$ cat config.mk
export PLATFORM = sky130hd
export DESIGN_NAME = hsc_dma_bus_handshake
export DESIGN_NICKNAME = d
export VERILOG_FILES = /design/src/hsc_pkg.sv /design/src/hsc_strobe_timer.sv /design/src/hsc_dma_bus_handshake.sv
export VERILOG_INCLUDE_DIRS = /design/src
export SDC_FILE = /design/constraint.sdc
export NUM_CORES = 1
export LEC_CHECK = 0
export BUFFER_PORTS_ARGS = -buffer_cell sky130_fd_sc_hd__buf_2
export CAP_MARGIN = 15
export CORE_MARGIN = 3
export CORE_UTILIZATION = 30
export CTS_CLUSTER_DIAMETER = 80
export DETAILED_ROUTE_END_ITERATION = 6
export PLACE_DENSITY = 0.6
export SLEW_MARGIN = 10
export SYNTH_ARGS = -nofsm -noshare
export SYNTH_HDL_FRONTEND = slang
export SYNTH_SLANG_ARGS = --single-unit
$ cat constraint.sdc
create_clock -name CLK -period 4.2 [get_ports CLK]
set_input_delay 0.84 -clock CLK [delete_from_list [all_inputs] [get_ports CLK]]
set_output_delay 0.84 -clock CLK [all_outputs]
set_load 0.05 [all_outputs]
$ cat src/hsc_defs.svh
// register map, field positions, reset values and timing constants
`ifndef HSC_DEFS_SVH
`define HSC_DEFS_SVH
// register indices; byte address is four times the index
`define HSC_IDX_CTRL      8'h38
`define HSC_IDX_STAT      8'h39
`define HSC_IDX_HWCFG     8'h3c
`define HSC_IDX_TF_1F0    8'h40
`define HSC_IDX_TF_1F7    8'h44
`define HSC_IDX_STROBE    8'h60
// handshake polarity register fields
`define HSC_SWAP_HI       7
`define HSC_SWAP_LO       6
`define HSC_END_OF_TRANSFER_POLARITY       5
`define HSC_MASTER        4
`define HSC_ACKNOWLEDGE_POLARITY       3
`define HSC_REQ_POL       2
`define HSC_WR_POL        1
`define HSC_RD_POL        0
`define HSC_HWCFG_RST     8'h04
`define HSC_SWAP_NORMAL   2'h0
`define HSC_SWAP_SWAPPED  2'h1
// strobe length register
`define HSC_STB_RST       5'h1f
// control register fields
`define HSC_CTL_MODE_HI   1
`define HSC_CTL_MODE_LO   0
`define HSC_CTL_WIDE      2
`define HSC_CTL_DIR       3
`define HSC_CTL_GO        4
`define HSC_MODE_PROG     2'h3
// status register fields
`define HSC_ST_BUSY       0
`define HSC_ST_EOT        1
`define HSC_ST_RX_LO      16
// answers
`define HSC_TF_CMD_READ   8'hff
`define HSC_RESP_OKAY     2'h0
`define HSC_RESP_SLVERR   2'h2
// timing
`define HSC_CLK_PERIOD_PS 40000
`define HSC_PIO_STB_NS    165
`define HSC_DMA_STB_NS    120
`endif

$ cat src/hsc_pkg.sv
// types shared by the handshake configuration block
package hsc_pkg;
  typedef enum logic [2:0] {
    HSC_IDLE  = 3'b000,
    HSC_PIO   = 3'b001,
    HSC_DMA   = 3'b010,
    HSC_WRESP = 3'b011,
    HSC_RRESP = 3'b100
  } hsc_state_t;
endpackage : hsc_pkg

$ cat src/hsc_strobe_timer.sv
// strobe length down-counter shared by pio and dma cycles
`timescale 1ns/1ps
module hsc_strobe_timer #(
  parameter int LW = 6
) (
  input  wire logic          clk,
  input  wire logic          rst,
  input  wire logic          start,
  input  wire logic [LW-1:0] len,
  output logic               busy,
  output logic               done
);
  logic [LW-1:0] count_q;
  logic [LW-1:0] count_d;

  // a start while idle loads the length; busy lasts exactly len cycles
  always_comb begin
    count_d = count_q;
    if (start && count_q == '0) begin
      count_d = len;
    end else if (count_q != '0) begin
      count_d = count_q - LW'(1);
    end
  end

  always_ff @(posedge clk) begin
    if (rst) begin
      count_q <= '0;
    end else begin
      count_q <= count_d;
    end
  end

  assign busy = (count_q != '0);
  assign done = (count_q == LW'(1));
endmodule : hsc_strobe_timer

$ cat src/hsc_dma_bus_handshake.sv
// dma handshake polarity, strobe timing and task file pio bridge
//
// Design decision made here: the AXI4-Lite slave port.
`timescale 1ns/1ps
`include "hsc_defs.svh"
module hsc_dma_bus_handshake
  import hsc_pkg::*;
#(
  parameter int AW        = 10,
  parameter int PIO_NS    = `HSC_PIO_STB_NS,
  parameter int DMA_NS    = `HSC_DMA_STB_NS
) (
  input  wire logic          CLK,
  input  wire logic          RST,
  input  wire logic [AW-1:0] S_AXI_AWADDR,
  input  wire logic          S_AXI_AWVALID,
  output logic               S_AXI_AWREADY,
  input  wire logic [31:0]   S_AXI_WDATA,
  input  wire logic [3:0]    S_AXI_WSTRB,
  input  wire logic          S_AXI_WVALID,
  output logic               S_AXI_WREADY,
  output logic [1:0]         S_AXI_BRESP,
  output logic               S_AXI_BVALID,
  input  wire logic          S_AXI_BREADY,
  input  wire logic [AW-1:0] S_AXI_ARADDR,
  input  wire logic          S_AXI_ARVALID,
  output logic               S_AXI_ARREADY,
  output logic [31:0]        S_AXI_RDATA,
  output logic [1:0]         S_AXI_RRESP,
  output logic               S_AXI_RVALID,
  input  wire logic          S_AXI_RREADY,
  input  wire logic          DMA_REQ_IN,
  input  wire logic [15:0]   DMA_TX_DATA,
  output logic [15:0]        DMA_RX_DATA,
  output logic               DMA_RX_VALID,
  output logic               DMA_ACK_SEEN,
  output logic               DMA_EOT_SEEN,
  output logic               DMA_REQUEST,
  input  wire logic          DMA_ACKNOWLEDGE_I,
  output logic               DMA_ACKNOWLEDGE_O,
  output logic               DMA_ACKNOWLEDGE_OE_N,
  input  wire logic          END_OF_TRANSFER_INPUT,
  output logic               DEVICE_IO_READ_STROBE,
  output logic               DEVICE_IO_WRITE_STROBE,
  output logic               TF_CS1,
  output logic               TF_CS0,
  output logic [2:0]         TF_DA,
  input  wire logic [15:0]   DD_I,
  output logic [15:0]        DD_O,
  output logic               DD_OE_N
);
  // ==========================================================
  // timing constants
  localparam int PIO_CYC = (PIO_NS * 1000 + `HSC_CLK_PERIOD_PS - 1)
                           / `HSC_CLK_PERIOD_PS;
  localparam int DMA_CYC = (DMA_NS * 1000 + `HSC_CLK_PERIOD_PS - 1)
                           / `HSC_CLK_PERIOD_PS;
  localparam logic [5:0] PIO_LEN = 6'(PIO_CYC);
  localparam logic [5:0] DMA_LEN = 6'(DMA_CYC);

  // task file index to {hit, cs1, cs0, da}
  function automatic logic [5:0] tf_decode(input logic [7:0] idx);
    unique case (idx)
      8'h40:   tf_decode = 6'b110000;
      8'h48:   tf_decode = 6'b110001;
      8'h49:   tf_decode = 6'b110010;
      8'h4a:   tf_decode = 6'b110011;
      8'h4b:   tf_decode = 6'b110100;
      8'h4c:   tf_decode = 6'b110101;
      8'h4d:   tf_decode = 6'b110110;
      8'h44:   tf_decode = 6'b110111;
      8'h4e:   tf_decode = 6'b101110;
      8'h4f:   tf_decode = 6'b101111;
      default: tf_decode = 6'b000000;
    endcase
  endfunction : tf_decode

  // ==========================================================
  // pin synchronisers; first stage feeds only the second
  logic [15:0] dd_m_q, dd_s_q;
  logic        ack_m_q, ack_s_q, eot_m_q, eot_s_q;
  always_ff @(posedge CLK) begin
    if (RST) begin
      dd_m_q  <= 16'h0000;
      dd_s_q  <= 16'h0000;
      ack_m_q <= 1'b0;
      ack_s_q <= 1'b0;
      eot_m_q <= 1'b0;
      eot_s_q <= 1'b0;
    end else begin
      dd_m_q  <= DD_I;
      dd_s_q  <= dd_m_q;
      ack_m_q <= DMA_ACKNOWLEDGE_I;
      ack_s_q <= ack_m_q;
      eot_m_q <= END_OF_TRANSFER_INPUT;
      eot_s_q <= eot_m_q;
    end
  end

  // ==========================================================
  // state
  hsc_state_t  state_q, state_d;
  logic [7:0]  hw_q, hw_d;
  logic [4:0]  stb_q, stb_d;
  logic [3:0]  ctl_q, ctl_d;
  logic        aw_q, aw_d, w_q, w_d, ar_q, ar_d;
  logic [7:0]  awidx_q, awidx_d, aridx_q, aridx_d;
  logic [15:0] wdata_q, wdata_d;
  logic        wlane_q, wlane_d;
  logic [31:0] rdata_q, rdata_d;
  logic [1:0]  bresp_q, bresp_d, rresp_q, rresp_d;
  logic        pio_wr_q, pio_wr_d, dma_rd_q, dma_rd_d;
  logic        phase_q, phase_d;
  logic [7:0]  lo_buf_q, lo_buf_d, hi_buf_q, hi_buf_d;
  logic [4:0]  sel_q, sel_d;
  logic [15:0] dd_o_q, dd_o_d, rx_q, rx_d;
  logic        dd_oe_n_q, dd_oe_n_d, rx_vld_q, rx_vld_d;
  logic        tf_1f0_q, tf_1f0_d;
  logic        tmr_start, tmr_busy, tmr_done;
  logic [5:0]  tmr_len;
  logic [5:0]  wdec, rdec;
  logic        wide, swap, wr_go, rd_go;
  logic [15:0] tx_sw;

  hsc_strobe_timer #(.LW(6)) u_tmr (
    .clk   (CLK),
    .rst   (RST),
    .start (tmr_start),
    .len   (tmr_len),
    .busy  (tmr_busy),
    .done  (tmr_done)
  );

  assign wide  = ctl_q[`HSC_CTL_WIDE];
  // swap only for code 01 on a wide dma bus
  assign swap  = wide && hw_q[`HSC_SWAP_HI:`HSC_SWAP_LO]
                 == `HSC_SWAP_SWAPPED;
  assign tx_sw = swap ? {DMA_TX_DATA[7:0], DMA_TX_DATA[15:8]}
                      : DMA_TX_DATA;
  assign wdec  = tf_decode(awidx_q);
  assign rdec  = tf_decode(aridx_q);
  // writes win over reads when both wait
  assign wr_go = state_q == HSC_IDLE && aw_q && w_q;
  assign rd_go = state_q == HSC_IDLE && ar_q && !wr_go;

  // ==========================================================
  // bus slave, register file and transfer sequencing
  always_comb begin
    state_d = state_q;  hw_d = hw_q;  stb_d = stb_q;  ctl_d = ctl_q;
    aw_d = aw_q;  w_d = w_q;  ar_d = ar_q;
    awidx_d = awidx_q;  aridx_d = aridx_q;
    wdata_d = wdata_q;  wlane_d = wlane_q;  rdata_d = rdata_q;
    bresp_d = bresp_q;  rresp_d = rresp_q;
    pio_wr_d = pio_wr_q;  dma_rd_d = dma_rd_q;  phase_d = phase_q;
    lo_buf_d = lo_buf_q;  hi_buf_d = hi_buf_q;  sel_d = sel_q;
    dd_o_d = dd_o_q;  dd_oe_n_d = dd_oe_n_q;  rx_d = rx_q;
    rx_vld_d = 1'b0;  tf_1f0_d = tf_1f0_q;
    tmr_start = 1'b0;  tmr_len = PIO_LEN;
    if (S_AXI_AWVALID && !aw_q) begin
      aw_d    = 1'b1;
      awidx_d = S_AXI_AWADDR[9:2];
    end
    if (S_AXI_WVALID && !w_q) begin
      w_d     = 1'b1;
      wdata_d = S_AXI_WDATA[15:0];
      wlane_d = S_AXI_WSTRB[0];
    end
    if (S_AXI_ARVALID && !ar_q) begin
      ar_d    = 1'b1;
      aridx_d = S_AXI_ARADDR[9:2];
    end
    unique case (state_q)
      HSC_IDLE: begin
        if (wr_go) begin
          state_d = HSC_WRESP;
          bresp_d = `HSC_RESP_OKAY;
          if (wdec[5]) begin
            if (wlane_q) begin
              // eight-bit data port pairs low then high
              if (awidx_q == `HSC_IDX_TF_1F0 && !wide && !phase_q) begin
                lo_buf_d = wdata_q[7:0];
                phase_d  = 1'b1;
              end else begin
                // task file write becomes a pio write
                // chip selects and address from the index
                sel_d     = wdec[4:0];
                pio_wr_d  = 1'b1;
                phase_d   = 1'b0;
                dd_oe_n_d = 1'b0;
                dd_o_d    = wide ? wdata_q
                          : (awidx_q == `HSC_IDX_TF_1F0)
                          ? {wdata_q[7:0], lo_buf_q}
                          : {8'h00, wdata_q[7:0]};
                tmr_start = 1'b1;
                tmr_len   = PIO_LEN;
                state_d   = HSC_PIO;
              end
            end
          end else if (awidx_q == `HSC_IDX_HWCFG) begin
            if (wlane_q) hw_d = wdata_q[7:0];
          end else if (awidx_q == `HSC_IDX_STROBE) begin
            // only the five count bits are stored
            if (wlane_q) stb_d = wdata_q[4:0];
          end else if (awidx_q == `HSC_IDX_CTRL) begin
            if (wlane_q) begin
              ctl_d = wdata_q[3:0];
              // only the master role may run its own dma strobes
              if (wdata_q[`HSC_CTL_GO] && hw_q[`HSC_MASTER]) begin
                dma_rd_d  = wdata_q[`HSC_CTL_DIR];
                dd_oe_n_d = wdata_q[`HSC_CTL_DIR];
                dd_o_d    = tx_sw;
                tmr_start = 1'b1;
                // programmed length only in mode 03
                // mode 03 strobe is count plus one
                tmr_len   = (wdata_q[`HSC_CTL_MODE_HI:`HSC_CTL_MODE_LO]
                             == `HSC_MODE_PROG)
                            ? {1'b0, stb_q} + 6'd1 : DMA_LEN;
                state_d   = HSC_DMA;
              end
            end
          end else if (awidx_q != `HSC_IDX_STAT) begin
            bresp_d = `HSC_RESP_SLVERR;
          end
        end else if (rd_go) begin
          state_d  = HSC_RRESP;
          rresp_d  = `HSC_RESP_OKAY;
          rdata_d  = 32'h0000_0000;
          tf_1f0_d = aridx_q == `HSC_IDX_TF_1F0;
          if (aridx_q == `HSC_IDX_TF_1F7) begin
            rdata_d = {24'h000000, `HSC_TF_CMD_READ};
          end else if (rdec[5]) begin
            if (aridx_q == `HSC_IDX_TF_1F0 && !wide && phase_q) begin
              // second byte of the pair comes from the buffer
              rdata_d = {24'h000000, hi_buf_q};
              phase_d = 1'b0;
            end else begin
              // task file read becomes a pio read
              sel_d     = rdec[4:0];
              pio_wr_d  = 1'b0;
              dd_oe_n_d = 1'b1;
              tmr_start = 1'b1;
              tmr_len   = PIO_LEN;
              state_d   = HSC_PIO;
            end
          end else if (aridx_q == `HSC_IDX_HWCFG) begin
            rdata_d = {24'h000000, hw_q};
          end else if (aridx_q == `HSC_IDX_STROBE) begin
            rdata_d = {27'h0000000, stb_q};
          end else if (aridx_q == `HSC_IDX_CTRL) begin
            rdata_d = {28'h0000000, ctl_q};
          end else if (aridx_q == `HSC_IDX_STAT) begin
            rdata_d = {rx_q, 14'h0000, DMA_EOT_SEEN, tmr_busy};
          end else begin
            rresp_d = `HSC_RESP_SLVERR;
          end
        end
      end
      HSC_PIO: begin
        if (tmr_done) begin
          dd_oe_n_d = 1'b1;
          if (pio_wr_q) begin
            state_d = HSC_WRESP;
          end else begin
            state_d = HSC_RRESP;
            if (wide) begin
              rdata_d = {16'h0000, dd_s_q};
            end else begin
              rdata_d = {24'h000000, dd_s_q[7:0]};
              if (tf_1f0_q) begin
                hi_buf_d = dd_s_q[15:8];
                phase_d  = 1'b1;
              end
            end
          end
        end
      end
      HSC_DMA: begin
        if (tmr_done) begin
          dd_oe_n_d = 1'b1;
          state_d   = HSC_WRESP;
          if (dma_rd_q) begin
            // received word takes the same lane order
            rx_d     = swap ? {dd_s_q[7:0], dd_s_q[15:8]} : dd_s_q;
            rx_vld_d = 1'b1;
          end
        end
      end
      HSC_WRESP: begin
        if (S_AXI_BREADY) begin
          aw_d    = 1'b0;
          w_d     = 1'b0;
          state_d = HSC_IDLE;
        end
      end
      HSC_RRESP: begin
        if (S_AXI_RREADY) begin
          ar_d    = 1'b0;
          state_d = HSC_IDLE;
        end
      end
      default: state_d = HSC_IDLE;
    endcase
  end

  always_ff @(posedge CLK) begin
    if (RST) begin
      state_q <= HSC_IDLE;  hw_q <= `HSC_HWCFG_RST;
      stb_q <= `HSC_STB_RST;  ctl_q <= 4'h0;
      aw_q <= 1'b0;  w_q <= 1'b0;  ar_q <= 1'b0;
      awidx_q <= 8'h00;  aridx_q <= 8'h00;
      wdata_q <= 16'h0000;  wlane_q <= 1'b0;  rdata_q <= 32'h0;
      bresp_q <= 2'h0;  rresp_q <= 2'h0;
      pio_wr_q <= 1'b0;  dma_rd_q <= 1'b0;  phase_q <= 1'b0;
      lo_buf_q <= 8'h00;  hi_buf_q <= 8'h00;  sel_q <= 5'h00;
      dd_o_q <= 16'h0000;  dd_oe_n_q <= 1'b1;  rx_q <= 16'h0000;
      rx_vld_q <= 1'b0;  tf_1f0_q <= 1'b0;
    end else begin
      state_q <= state_d;  hw_q <= hw_d;  stb_q <= stb_d;
      ctl_q <= ctl_d;  aw_q <= aw_d;  w_q <= w_d;  ar_q <= ar_d;
      awidx_q <= awidx_d;  aridx_q <= aridx_d;
      wdata_q <= wdata_d;  wlane_q <= wlane_d;  rdata_q <= rdata_d;
      bresp_q <= bresp_d;  rresp_q <= rresp_d;
      pio_wr_q <= pio_wr_d;  dma_rd_q <= dma_rd_d;  phase_q <= phase_d;
      lo_buf_q <= lo_buf_d;  hi_buf_q <= hi_buf_d;  sel_q <= sel_d;
      dd_o_q <= dd_o_d;  dd_oe_n_q <= dd_oe_n_d;  rx_q <= rx_d;
      rx_vld_q <= rx_vld_d;  tf_1f0_q <= tf_1f0_d;
    end
  end

  // ==========================================================
  // pins: polarity folded into flops so a change never glitches
  logic rd_act, wr_act, ack_act;
  logic rd_pin_q, wr_pin_q, req_pin_q, ack_pin_q, ack_seen_q, eot_q;
  assign rd_act  = tmr_busy && ((state_q == HSC_PIO && !pio_wr_q) ||
                   (state_q == HSC_DMA && dma_rd_q));
  assign wr_act  = tmr_busy && ((state_q == HSC_PIO && pio_wr_q) ||
                   (state_q == HSC_DMA && !dma_rd_q));
  assign ack_act = tmr_busy && state_q == HSC_DMA;
  always_ff @(posedge CLK) begin
    if (RST) begin
      rd_pin_q   <= 1'b1;
      wr_pin_q   <= 1'b1;
      req_pin_q  <= 1'b0;
      ack_pin_q  <= 1'b1;
      ack_seen_q <= 1'b0;
      eot_q      <= 1'b0;
    end else begin
      // active-high internals meet polarity at the pin flop
      rd_pin_q   <= rd_act ^ ~hw_q[`HSC_RD_POL];
      wr_pin_q   <= wr_act ^ ~hw_q[`HSC_WR_POL];
      req_pin_q  <= DMA_REQ_IN ^ ~hw_q[`HSC_REQ_POL];
      ack_pin_q  <= ack_act ^ ~hw_q[`HSC_ACKNOWLEDGE_POLARITY];
      ack_seen_q <= !hw_q[`HSC_MASTER] &&
                    (ack_s_q ^ ~hw_q[`HSC_ACKNOWLEDGE_POLARITY]);
      // end of transfer sensed in slave role only
      eot_q      <= !hw_q[`HSC_MASTER] &&
                    (eot_s_q ^ ~hw_q[`HSC_END_OF_TRANSFER_POLARITY]);
    end
  end

  assign DEVICE_IO_READ_STROBE  = rd_pin_q;
  assign DEVICE_IO_WRITE_STROBE = wr_pin_q;
  assign DMA_REQUEST            = req_pin_q;
  assign DMA_ACKNOWLEDGE_O      = ack_pin_q;
  // acknowledge is driven only in the master role
  assign DMA_ACKNOWLEDGE_OE_N   = ~hw_q[`HSC_MASTER];
  assign DMA_ACK_SEEN           = ack_seen_q;
  assign DMA_EOT_SEEN           = eot_q;
  assign {TF_CS1, TF_CS0, TF_DA} = sel_q;
  assign DD_O                   = dd_o_q;
  assign DD_OE_N                = dd_oe_n_q;
  assign DMA_RX_DATA            = rx_q;
  assign DMA_RX_VALID           = rx_vld_q;
  assign S_AXI_AWREADY          = !aw_q;
  assign S_AXI_WREADY           = !w_q;
  assign S_AXI_ARREADY          = !ar_q;
  assign S_AXI_BVALID           = state_q == HSC_WRESP;
  assign S_AXI_BRESP            = bresp_q;
  assign S_AXI_RVALID           = state_q == HSC_RRESP;
  assign S_AXI_RRESP            = rresp_q;
  assign S_AXI_RDATA            = rdata_q;
endmodule : hsc_dma_bus_handshake

[Word-level counts from Yosys, hierarchy flattened]
Index checks and enable logic that the tools add are counted.
Word-level totals
  register bits after elaboration: 199
  bits in latches: 0
  bits in writable memories: 0
  bits in read-only memories: 0
  word-level logic and storage cells: 326
  memories kept: 0
Operators by class
  $add $sub $neg: 2
  $mul: 0
  divide/modulo/power cells: 0
  $lt $le $gt $ge: 0
  eq/ne operators: 69
  shift-type cells: 0
  muxes and demuxes: 136
  bitwise operators: 20
  reductions and logical operators: 61
Operators with widths (number)
  2-to-1 mux 32 bit: 10
  2-to-1 mux 16 bit: 13
  equality test 8 x 7 -> 1 bit, second input constant: 22
  case mux 6 bit (10 select lines): 2
  2-to-1 mux 6 bit: 11
  case mux 32 bit (2 select lines): 1
  2-to-1 mux 1 bit: 63
  equality test 8 x 6 -> 1 bit, second input constant: 5
  2-to-1 mux 5 bit: 8
  2-to-1 mux 3 bit: 11
  inequality test 2 bit, second input constant: 16
  2-to-1 mux 2 bit: 13
  AND reduction 5 bit: 5
  logical AND 1 bit: 23
  inequality test 4 bit, second input constant: 5
  inequality test 3 bit, second input constant: 6
  AND reduction 8 bit: 2
  case mux 3 bit (5 select lines): 1
  inverter 1 bit: 14
  nonzero test 2 bit: 7
  AND reduction 13 bit: 1
  AND reduction 11 bit: 1
  logical NOT 1 bit: 9
  AND reduction 9 bit: 1
  other kinds (26): 38

[Depth between registers and ports, before layout]
  word-level depth: 11
  gate-level depth with buffers: 9
  gate-level depth less buffers: 6

[By module]
Synthesis repeated with hierarchy kept, for this count alone.
Unflattened totals
  cell total of the unflattened synthesis: 974
  area total of the unflattened synthesis: 8792.2 µm²
By module, submodules not included
  hsc_dma_bus_handshake: instances 1, cells each 930, area an instance 8395.6 µm², seq. area each 3823.7 µm²
  hsc_strobe_timer: instances 1, cells each 44, area an instance 396.6 µm², seq. area each 120.1 µm²

[Worst setup path before layout]
OpenSTA, ideal clock, no wires.
  path type: register to output
  start: register state_q[1]
  end: output port S_AXI_BVALID
  arrival time: 1.497 ns
  required time: 3.360 ns
  setup slack: 1.863 ns
  cell stages (with the launch flop): 4
  path buffers: 1
  path through: dfxtp_1 -> buf_1 -> nand2_1 -> nor2_1
Between the ends
  cells in the longest elaborated chain, start to end: 1
RTL lines
  from (decl): RTL line hsc_dma_bus_handshake.sv:102  | hsc_state_t state_q, state_d;
  from (signal assigned): RTL line hsc_dma_bus_handshake.sv:318  | state_q <= state_d; hw_q <= hw_d; stb_q <= stb_d;
  equality test 3 x 2 -> 1 bit: RTL line hsc_dma_bus_handshake.sv:377  | assign S_AXI_BVALID = state_q == HSC_WRESP;
  to (decl): RTL line hsc_dma_bus_handshake.sv:23  | output logic S_AXI_BVALID,
Every way passes these cells.

[Worst setup path in the final report]
  start: register state_q[2]
  end: register rdata_q[1], in the netlist S_AXI_RDATA[1]
Between the ends
  cells in the longest elaborated chain, start to end: 7
  elaborated cells on any way between the ends: 14
RTL lines
  logical NOT 3 bit: RTL line hsc_dma_bus_handshake.sv:143, hsc_dma_bus_handshake.sv:144, hsc_dma_bus_handshake.sv:172
  logical AND 1 bit (2 in series): RTL line hsc_dma_bus_handshake.sv:143  | assign wr_go = state_q == HSC_IDLE && aw_q && w_q;
  logical NOT 1 bit: RTL line hsc_dma_bus_handshake.sv:144  | assign rd_go = state_q == HSC_IDLE && ar_q && !wr_go;
  logical AND 1 bit: RTL line hsc_dma_bus_handshake.sv:144
  inequality test 2 bit (no source line)
  AND reduction 5 bit (no source line)
  to (signal assigned): RTL line hsc_dma_bus_handshake.sv:321  | wdata_q <= wdata_d; wlane_q <= wlane_d; rdata_q <= rdata_d;
  to (decl): RTL line hsc_dma_bus_handshake.sv:110  | logic [31:0] rdata_q, rdata_d;
Several ways; a longest one is shown, not always the timed one.
A chain may end at the register's enable or synchronous reset.

==> flow_summary.toml <==
[sta]
rsz0062_at_grt = "no"
fin_setup_tns_ns = 0
hold_viol = 0
fin_crit_sh_pct = 68.1
hold-worst-slack_ns = 0.436
tightest_slew_ns = 0.971
slew-limit-headroom_pct = 34.8
setup-violations-final = 0
finalMaxSlewViolations = 0
fmax_mhz = 350
skew_ns = 0.0163
period_needed_ns = 2.86

[clock_network]
cts_tree = "yes"
worst_skew_pair.late_latency_ns = 0.44
cts_setup_buffers = 0
cts_made_buffers = 17
htree_levels = 4
ctsHoldBuffers = 0
clk_pin_slew_worst_paths_ns = 0.07
cts.sinks = 197
root_buffer = "clkbuf_16"
cts_buffer_depth = 2
cts-resized-gates = 0

[place]
numPortBuffers = 159
routabilityCongestion = 0.953
hpwl_microns = 18500

[global_routing]
grt_overflow_total = 0
grt_pass1_wl_microns = 39600
grt_pass1_vias = 7000
track_usage_pct = 16.2
antenna_found_initial = 0
grt_max_degree = 88

[routing]
drc_errors = 0
drt_iter0_markers = 587
post_drt_wl_per_cell_microns = 17.2
routed_via_density = 5.09
drt-pass1-iter-count = 5
drt-total-wl_microns = 25500
dr_total_vias = 7530
antenna_left = 0

[synthesis]
synth_edf_count = 0
syn_inst = 973
ys_top_cells_by_count = "dfxtp_1 (197), nand2_1 (109), nor2_1 (105)"
synth_ff_type = "dfxtp_1"
yosys.area.top_type = "dfxtp_1"
synth_top_area_share_pct = 45.4
synth-seq-area-share_pct = 45.4
async_reset_ff_share_pct = 0
yosysMostFrequentCell = "dfxtp_1"
netlist_area_sq_um = 8690
synth.distinct_cells = 80
synth-seq-cells = 197
ys_warn_count = 0
synth_area_per_cell_sq_um = 8.93
ys_top_cells_by_area = "dfxtp_1 (45%), mux2i_1 (7.7%), nand2_1 (4.7%)"

[power]
powerDensity_nw_per_um2 = 452
peakVddDrop_uv = 306
leakagePower_nw = 4.20
power_mw = 4.67

[finish]
filler_cell_count = 2871
num-nets-final = 1190
fin_util_pct = 36.7
multi_input_area_sq_um = 4390
register_area_sq_um = 3940
diodes = 0
drive_gt1_share_pct = 20.4
synthToLayoutAreaGrowth_pct = 18.8

[worst_hold_path]
hold_class = "reg -> reg"

[setup_path]
cp.arrival_ns = 3.20
start_kind = "flip-flop"
ff2ff_setup_slack_ns = 1.34
cp-end-kind = "flip-flop"
path_max_fanout = 19
required_ns = 4.54
path_class = "reg -> reg"

[die]
die_x_microns = 176
boundaryPins = 185
initial_utilization_pct = 30.9
core_sq_um = 28200
die_y_microns = 176
die_area_sq_um = 31000
rows = 61

[status]
status = "finished, final reports clean"

[job]
maxCapViolations = 0
==> power by group <==
| group | switching (mW) | internal [mW] | total (mW) |
|---|---|---|---|
| Combinational | 0.651 | 0.328 | 0.979 |
| Clock | 0.777 | 0.813 | 1.59 |
| Sequential | 0.131 | 1.97 | 2.10 |
| Total | 1.56 | 3.11 | 4.67 |
==> logic make-up (layout without fill, tap and decap cells) <==
group,count (synthesis),in the layout,share of synthesized area [%]
AO/OA/AOI/OAI,228,228,18.4
XOR/XNOR,13,13,1.31
adder cells (fa/ha/maj),4,4,0.576
buffers and inverters,89,216,4.26
flip-flops,197,197,45.4
multiplexers,67,67,7.72
other,1,2,0.0432
AND/OR/NAND/NOR,374,374,22.3
==> metrics by stage <==
stage	setup WS, ns	cells	area, sq um
floorplan	1.86	974	8690
global placement	1.50	1447	9760
detailed placement	1.39	1447	9760
CTS	1.37	1479	10300
global route	1.14	1479	10300
finish	1.34	1479	10300
==> critical path: stages (launching register included) <==
cell	delay (ns)
dfxtp_1	0.49
nor3_1	0.47
nand3_1	0.41
nand3b_1	0.69
buf_4	0.37
nor3_1	0.09
nor4_1	0.25
==> final timing paths <==
| kind | startpoint | endpoint | cells after the start |
|---|---|---|---|
| setup / recovery | state_q[2] | S_AXI_RDATA[1] | 6 |
| hold reg to reg | eot_m_q | eot_s_q | 1 |
| setup reg to reg | state_q[2] | S_AXI_RDATA[1] | 6 |
| hold / removal | eot_m_q | eot_s_q | 1 |
==> cells in the final DEF, fill, tap and decap left out, drive strengths merged, types with 6 or more instances in the layout <==
master	Yosys	layout
nand2b	10	10
clkbuf	52	20
a22oi	17	17
a21oi	81	81
dfxtp	197	197
or3	6	6
nand4	11	11
a221o	13	13
nor2b	47	47
xor2	8	8
nor4	10	10
nand2	109	109
and2	6	6
o21ai	20	20
a221oi	12	12
inv	13	21
o211ai	6	6
mux2i	67	67
a211oi	24	24
a211o	17	17
nor3	22	22
buf	24	171
nor2	107	107
nand3	11	11
==> cell type report <==
type | instances | share of cell area, %
multi-input cells | 688 | 42.5
flip-flops and latches | 197 | 38.2
repair buffers | 171 | 8.76
well taps | 378 | 4.58
clock buffers | 20 | 4.42
clock inverters | 12 | 1.05
inverters | 13 | 0.473
==> state kept, by name, summed over array words and instances, names as in the netlist, 3 cells and up <==
name	flops
S_AXI_RDATA	32
DD_O	16
DMA_RX_DATA	16
dd_m_q	16
dd_s_q	16
wdata_q	16
aridx_q	8
awidx_q	8
hi_buf_q	8
hw_q	8
lo_buf_q	8
u_tmr.count_q	6
sel_q	5
stb_q	5
ctl_q	4
state_q	3
==> routing by layer <==
layer	part of all wire, %	global-route usage (%)
met1	46	22.0
met5	0	0
met4	1.6	4.59
met3	4.6	3.46
met2	48	26.1
(Power assumes the default switching activity.)
